File: src/hw/qpio_consts.vh
`ifndef QPIO_CONSTS_VH
`define QPIO_CONSTS_VH
// ==========================================
// register addresses
`define QPIO_ADDR_A 5'h05
`define QPIO_ADDR_B 5'h06
`define QPIO_ADDR_C 5'h07
// ==========================================
// direction load selectors (low bits of operand)
`define QPIO_SEL_A 3'h5
`define QPIO_SEL_B 3'h6
`define QPIO_SEL_C 3'h7
// ==========================================
// reset values and widths
`define QPIO_DIR_RST 8'hFF
`define QPIO_A_WIDTH 4
`define QPIO_PHASES 4
// ==========================================
// phase codes
`define QPIO_PH_ONE 2'h0
`define QPIO_PH_TWO 2'h1
`define QPIO_PH_THREE 2'h2
`define QPIO_PH_FOUR 2'h3
`endif

File: src/hw/qpio_phase_gen.v
`timescale 1ns/100ps
`default_nettype none
`include "qpio_consts.vh"
module qpio_phase_gen (
   input wire ref_clk_i,
   input wire nrst_i,
   output reg [1:0] phase_o,
   output wire phase_two_o,
   output wire phase_four_o
);
   // ==========================================
   // four-phase instruction cycle
   always @(posedge ref_clk_i) begin
      if (!nrst_i) begin
         phase_o <= `QPIO_PH_ONE;
      end else begin
         phase_o <= phase_o + 2'h1;
      end
   end
   assign phase_two_o = (phase_o == `QPIO_PH_TWO);
   assign phase_four_o = (phase_o == `QPIO_PH_FOUR);
endmodule
`default_nettype wire

File: src/hw/qpio_pin_bank.v
`timescale 1ns/100ps
`default_nettype none
`include "qpio_consts.vh"
module qpio_pin_bank #(
   parameter WIDTH = 8
) (
   input wire ref_clk_i,
   input wire nrst_i,
   input wire dir_load_i,
   input wire data_write_i,
   input wire [7:0] wdata_i,
   input wire [WIDTH-1:0] pin_i,
   output wire [WIDTH-1:0] pin_o,
   output wire [WIDTH-1:0] pin_oe_o,
   output wire [WIDTH-1:0] latch_o
);
   reg [WIDTH-1:0] direction_latch;
   reg [WIDTH-1:0] out_latch;
   // ==========================================
   // direction latch, write-only
   always @(posedge ref_clk_i) begin
      if (!nrst_i) begin
         direction_latch <= {WIDTH{1'b1}};
      end else if (dir_load_i) begin
         direction_latch <= wdata_i[WIDTH-1:0];
      end
   end
   // ==========================================
   // output data latch, no reset
   always @(posedge ref_clk_i) begin
      if (data_write_i) begin
         out_latch <= wdata_i[WIDTH-1:0];
      end
   end
   assign pin_o = out_latch;
   assign pin_oe_o = ~direction_latch;
   assign latch_o = out_latch;
endmodule
`default_nettype wire

File: src/hw/qpio_ports.v
// Behaviour
// - port reads return live pin levels
// - reset sets all direction bits high
// - first port four pins, upper bits zero
// - second port eight pins, bits 7..0
// - third port optional, else plain register
// - direction load only for named port
// - one tristates pin, zero drives latch
// - direction registers have no read path
// - data addresses 05h, 06h, 07h
// - latches undefined at power, kept on reset
// - latches hold until rewritten
// - each pin direction set independently
// - instruction clock is four phases
// - reads phase two, writes phase four
`timescale 1ns/100ps
`default_nettype none
`include "qpio_consts.vh"
module qpio_ports #(
   parameter HAS_PORT_C = 1
) (
   input wire ref_clk_i,
   input wire nrst_i,
   input wire [4:0] addr_i,
   input wire rd_req_i,
   input wire wr_req_i,
   input wire [7:0] wdata_i,
   input wire dir_load_i,
   input wire [2:0] dir_sel_i,
   input wire [3:0] pin_a_i,
   input wire [7:0] pin_b_i,
   input wire [7:0] pin_c_i,
   output wire [3:0] pin_a_o,
   output wire [3:0] pin_a_oe_o,
   output wire [7:0] pin_b_o,
   output wire [7:0] pin_b_oe_o,
   output wire [7:0] pin_c_o,
   output wire [7:0] pin_c_oe_o,
   output wire [1:0] phase_o,
   output reg rd_valid_o,
   output reg [7:0] rdata_o
);
   wire [1:0] phase;
   wire ph2;
   wire ph4;
   wire hit_a;
   wire hit_b;
   wire hit_c;
   wire [7:0] c_latch;
   wire [7:0] c_pin_o;
   wire [7:0] c_oe;
   reg [7:0] next_rdata;
   // ==========================================
   // phase generator
   qpio_phase_gen u_phase (
      .ref_clk_i(ref_clk_i),
      .nrst_i(nrst_i),
      .phase_o(phase),
      .phase_two_o(ph2),
      .phase_four_o(ph4)
   );
   assign phase_o = phase;
   assign hit_a = (addr_i == `QPIO_ADDR_A);
   assign hit_b = (addr_i == `QPIO_ADDR_B);
   assign hit_c = (addr_i == `QPIO_ADDR_C);
   // ==========================================
   // port banks
   qpio_pin_bank #(.WIDTH(`QPIO_A_WIDTH)) u_a (
      .ref_clk_i(ref_clk_i),
      .nrst_i(nrst_i),
      .dir_load_i(dir_load_i && ph4 && dir_sel_i == `QPIO_SEL_A),
      .data_write_i(wr_req_i && ph4 && hit_a),
      .wdata_i(wdata_i),
      .pin_i(pin_a_i),
      .pin_o(pin_a_o),
      .pin_oe_o(pin_a_oe_o),
      .latch_o()
   );
   qpio_pin_bank #(.WIDTH(8)) u_b (
      .ref_clk_i(ref_clk_i),
      .nrst_i(nrst_i),
      .dir_load_i(dir_load_i && ph4 && dir_sel_i == `QPIO_SEL_B),
      .data_write_i(wr_req_i && ph4 && hit_b),
      .wdata_i(wdata_i),
      .pin_i(pin_b_i),
      .pin_o(pin_b_o),
      .pin_oe_o(pin_b_oe_o),
      .latch_o()
   );
   qpio_pin_bank #(.WIDTH(8)) u_c (
      .ref_clk_i(ref_clk_i),
      .nrst_i(nrst_i),
      .dir_load_i(dir_load_i && ph4 && dir_sel_i == `QPIO_SEL_C && HAS_PORT_C != 0),
      .data_write_i(wr_req_i && ph4 && hit_c),
      .wdata_i(wdata_i),
      .pin_i(pin_c_i),
      .pin_o(c_pin_o),
      .pin_oe_o(c_oe),
      .latch_o(c_latch)
   );
   // without port c the latch is a general register, pins never driven
   assign pin_c_o = (HAS_PORT_C != 0) ? c_pin_o : 8'h00;
   assign pin_c_oe_o = (HAS_PORT_C != 0) ? c_oe : 8'h00;
   // ==========================================
   // read path: pins (port c output latch when HAS_PORT_C is 0), never direction latches
   always @* begin
      next_rdata = 8'h00;
      if (hit_a) begin
         next_rdata = {4'h0, pin_a_i};
      end else if (hit_b) begin
         next_rdata = pin_b_i;
      end else if (hit_c) begin
         next_rdata = (HAS_PORT_C != 0) ? pin_c_i : c_latch;
      end
   end
   always @(posedge ref_clk_i) begin
      if (!nrst_i) begin
         rd_valid_o <= 1'b0;
         rdata_o <= 8'h00;
      end else begin
         rd_valid_o <= rd_req_i && ph2 && (hit_a || hit_b || hit_c);
         if (rd_req_i && ph2) begin
            rdata_o <= next_rdata;
         end
      end
   end
endmodule
`default_nettype wire
File: config.mk
export PLATFORM = sky130hd
export DESIGN_NAME = qpio_ports
export DESIGN_NICKNAME = d
export VERILOG_FILES = /design/src/hw/qpio_phase_gen.v /design/src/hw/qpio_pin_bank.v /design/src/hw/qpio_ports.v
export VERILOG_INCLUDE_DIRS = /design/src /design/src/hw
export SDC_FILE = /design/constraint.sdc
export NUM_CORES = 1
export LEC_CHECK = 0
export BUFFER_PORTS_ARGS = -buffer_cell sky130_fd_sc_hd__buf_2
export CAP_MARGIN = 20
export CORE_ASPECT_RATIO = 1.75
export CORE_UTILIZATION = 45
export DETAILED_ROUTE_END_ITERATION = 16
export PLACE_DENSITY_LB_ADDON = 0.25
export SLEW_MARGIN = 25
export SYNTH_ARGS = -nofsm -noshare
export SYNTH_HDL_FRONTEND = slang
export SYNTH_SLANG_ARGS = --single-unit
File: constraint.sdc
create_clock -name ref_clk_i -period 1.9 [get_ports ref_clk_i]
set_clock_uncertainty 0.2 [all_clocks]
set_input_delay 0.19 -clock ref_clk_i [delete_from_list [all_inputs] [get_ports ref_clk_i]]
set_output_delay 0.19 -clock ref_clk_i [all_outputs]
set_load 0.02 [all_outputs]
==> results.txt <==
The worst setup path is captured at a flip-flop. Registers take 1220 sq um. After floorplanning, the core was sized to cover 4230 sq um. For the initial antenna violation count, the log shows 0. TritonCTS built the clock tree.

The tools report the count of unique library cells instantiated by Yosys as 34. At the later pin of the worst-skew pair, clock insertion delay measures 300 ps. VDD sags by at most 0.559 mV. Summing all multi-input logic gate instances after layout gives 621 sq um. The first detailed-routing pass ran for 4 iterations. The number of flops mapped to enable cells by yosys is 20.

The proportion of layout cells with a drive suffix above 1 was 41.0%. For this design the top-level I/O count stands at 92. The max-slew headroom at the worst pin is 70.4%, and the row count is 31. The proportion of total power due to net switching was 22.9%; the number of warnings reported in the yosys synthesis log was 0. In the final design database the tool counted 320 nets. Kind of start point of the critical path: a flip-flop. Of all nets on the critical path, the largest fanout is 8. The clock edge transition at the registers on the reported setup and hold paths works out to 80 ps. After routing, the total negative slack on setup checks comes to 0 ps. The worst hold path endpoint was rdata_o[3]$_SDFFE_PN0P_. The number of pins with negative max-slew slack in the final report was 0.

The overall die width was 52.6 microns; the die area was 4760 sq um. The slowest library cell on the worst path is sky130_fd_sc_hd__dfxtp_1. Counting both buffers and inverters, the worst setup path holds a total of 0. The category of the most critical setup path is reg -> reg. The number of cells on the worst reg-to-reg path is 3. After legalization and detailed placement, the total HPWL measured 3470 microns. For this run, the total global-route usage over all layers was measured as 21.0%. Once detail routing completed, the nets flagged for antenna violations numbered 0.

At the end of routability-driven placement, the weighted congestion stood at 0.709. Count of cells along the worst hold path: 3. The number of vias in the routed layout was 1657.

In this run the critical register-to-register path is captured at u_b.latch_o[1]$_DFFE_PP_. The critical register-to-register path startpoint was u_phase.phase_o[0]$_SDFF_PN0_. The first global-routing pass estimated 7340 microns of wire. Library cell with the largest summed area after synthesis: sky130_fd_sc_hd__dfxtp_1. After detailed routing, the number of remaining DRC violations is 0. Once layout is complete, the cells apart from fillers number 327. STA puts the critical path data arrival time at 1560 ps. In the routed layout, each cell is associated on average with a via count of 5.07.

Including well taps, the total number of placed cells is 308. The most frequent cell after synthesis is sky130_fd_sc_hd__dfxtp_1. In this run, CTS created clock tree buffers numbering 5. The tools report the beginning of the critical path as u_phase.phase_o[0]$_SDFF_PN0_. The fraction of the yosys area taken by sequential cells was 60.6%. Once the floorplan was initialized, standard cells occupied 47.7% of the core.

The sequential fraction of design power is 59.7%. The first routing iteration left 34 violations. The analysis attributes to net switching a power of 441 uW. The number of register bits inferred by synthesis is 51. The fraction of post-synthesis cell area in the top cell type by area is 30.8%.

By count the netlist is led by sky130_fd_sc_hd__dfxtp_1 (31), sky130_fd_sc_hd__inv_1 (29), sky130_fd_sc_hd__edfxtp_1 (20), sky130_fd_sc_hd__o21ai_0 (20), sky130_fd_sc_hd__o211ai_1 (12). The maximum clock insertion buffer count was 2; the chip height was 90.5 microns. The tools report the maximum number of pins on one net before global-route repair as 25. The share of total power dissipated in the clock network is 31.5%. For the total of max-cap violations, the log shows 0. The path type of the worst min-delay path is in -> reg. The post-route clock period utilization is 94.2%, and the internal power contribution is 1480 uW. CTS saw 51 sinks. The number of hold violations in the final report was 0.

The top flip-flop cell by instance count after synthesis was sky130_fd_sc_hd__dfxtp_1. The average cell area after synthesis is 11.7 sq um. The H-tree generated during clock tree synthesis spans 2 levels.

Net count of the mapped netlist: 216. The worst path needs 1790 ps of the cycle, external delays included. The async set-or-reset flop fraction in the synthesized netlist was 0%; the leakage power summed over all cells was 0.00137 uW. The critical path's top delay family is simple AND/OR/NAND/NOR gates. Number of input and output port buffers inserted: 91. The growth of design area from synthesis to finish is 33.8%. The largest single stage delay on the critical path is 390 ps. Yosys attributes the largest share of cell area to sky130_fd_sc_hd__dfxtp_1 (31%), sky130_fd_sc_hd__edfxtp_1 (30%), sky130_fd_sc_hd__inv_1 (5.4%).

The total length of routed wires was 4520 microns. Setup violations remaining at the end of the flow were counted as 0. Across all register-to-register paths, the minimum setup slack is 110 ps. The number of global-route vias before repair is 1637, and the cell area after technology mapping is 2020 sq um.

The cell count after synthesis came out at 173. The tools report the root buffer cell as sky130_fd_sc_hd__clkbuf_8. The signal on the critical path passes through ha_1 > and3_1 > and2_1. The number of antenna diodes in the final layout is 0. After filler insertion, the fill cell instance count of the layout stands at 377.

The share of total power dissipated in combinational logic is 8.8%. Setup repair after global routing left no endpoint under its margin. For the total global routing overflow, the log shows 0. The tools report the beginning of the worst hold path as pin_b_i[3]. STA puts the critical path data required time at 1670 ps.

Wire length per cell after detailed routing: 13.8 microns. The highest attainable clock frequency came out at 559 MHz. The flow ran to the end, and the final reports show no timing, DRC or antenna violations. For this design the ratio of total power to cell area is 713 nW/um^2. At the pin with the least slew margin, the transition time is 444 ps.
==> through the flow <==
| stage | util (%) | setup WS, ps | hold WS, ps | power (uW) | cell area, sq um |
|---|---|---|---|---|---|
| after floorplan | - | 156 | 88.9 | 1250 | 2020 |
| after global placement | 59.1 | 168 | 208 | 1320 | 2500 |
| after detailed placement | 59.1 | 111 | 207 | 1330 | 2500 |
| after CTS | 63.7 | 74.1 | 7.83 | 1940 | 2700 |
| after global routing | 63.8 | 7.83 | 35.2 | 1990 | 2700 |
| final | 63.8 | 110 | 13.1 | 1920 | 2700 |
==> registers in the layout, indices dropped and copies added, names as in the netlist <==
signal / count
u_c.direction_latch: 8
u_phase.phase_o: 2
u_c.latch_o: 8
u_a.latch_o: 4
u_a.direction_latch: 4
rdata_o: 8
rd_valid_o: 1
u_b.direction_latch: 8
u_b.latch_o: 8
==> layer usage <==
layer / wire, microns / part of all wire (%) / vias to the layer above / global-route usage (%)
met5: 0 / 0 / - / 0
met4: 76 / 1.7 / 0 / 9.65
met3: 227 / 5.0 / 9 / 4.71
met2: 2590 / 57 / 71 / 37.6
met1: 1630 / 36 / 747 / 21.7
li1: - / - / 830 / -
==> layout by cell type (no fill, tap or decap), types with 2 or more instances in the layout <==
cell,instances
sky130_fd_sc_hd__a22oi_1,4
sky130_fd_sc_hd__a32o_1,4
sky130_fd_sc_hd__buf_2,91
sky130_fd_sc_hd__buf_4,4
sky130_fd_sc_hd__clkbuf_8,5
sky130_fd_sc_hd__dfxtp_1,31
sky130_fd_sc_hd__dlygate4sd3_1,11
sky130_fd_sc_hd__edfxtp_1,20
sky130_fd_sc_hd__ha_1,2
sky130_fd_sc_hd__inv_1,29
sky130_fd_sc_hd__mux2_2,8
sky130_fd_sc_hd__nand2_1,4
sky130_fd_sc_hd__nor2_1,2
sky130_fd_sc_hd__nor2b_1,2
sky130_fd_sc_hd__o211ai_1,12
sky130_fd_sc_hd__o21ai_0,20
sky130_fd_sc_hd__o311ai_0,8
sky130_fd_sc_hd__o31ai_1,4
==> layout make-up <==
class,count,share of cell area [%]
timing repair buffer,106,22.1
multi-input combinational,83,23.0
sequential,51,45.3
inverter,30,4.18
tap,49,2.27
clock buffer,6,2.69
clock inverter,2,0.464
==> cell families (layout without fill, tap and decap cells) <==
logic type	after synthesis	count (layout)	synth area share, %
muxes	8	8	4.47
DFF	51	51	60.6
AOI/OAI and AO/OA	53	53	18.3
and+or+nand+nor	20	20	6.77
buffers and inverters	39	144	8.69
adders and majority gates	2	2	1.24
==> power by group through the flow <==
stage / logic (uW) / registers [uW] / clock network, uW
detailed placement: 154 / 1170 / 0
floorplan: 68.2 / 1180 / 0
global placement: 152 / 1170 / 0
CTS: 172 / 1150 / 621
global route: 186 / 1150 / 659
finish: 170 / 1150 / 605
==> worst reg2reg max path, cell delays in order, from the launching register on <==
cell	delay, ps
sky130_fd_sc_hd__dfxtp_1	390
sky130_fd_sc_hd__ha_1	290
sky130_fd_sc_hd__and3_1	220
sky130_fd_sc_hd__and2_1	360
==> worst max path at each step <==
stage	endpoint	slack [ps]	cells past startpoint
3_5_place_dp	u_c.latch_o[4]$_DFFE_PP_	110	3
4_1_cts	u_c.latch_o[0]$_DFFE_PP_	70	3
6_report	u_b.latch_o[1]$_DFFE_PP_	110	3
2_1_floorplan	u_c.latch_o[0]$_DFFE_PP_	160	3
5_1_grt	u_b.latch_o[1]$_DFFE_PP_	8	3
3_3_place_gp	u_c.latch_o[6]$_DFFE_PP_	170	4
==> repair_timing <==
| item | in CTS | in global routing |
|---|---|---|
| setup endpoints to repair | 0 | 8 |
| gates resized for setup | 0 | 1 |
| setup buffers | 0 | 0 |
| endpoints found under the hold margin | 23 | 0 |
| hold buffers | 11 | 0 |
Note: power is estimated with default switching activity, not from simulation.
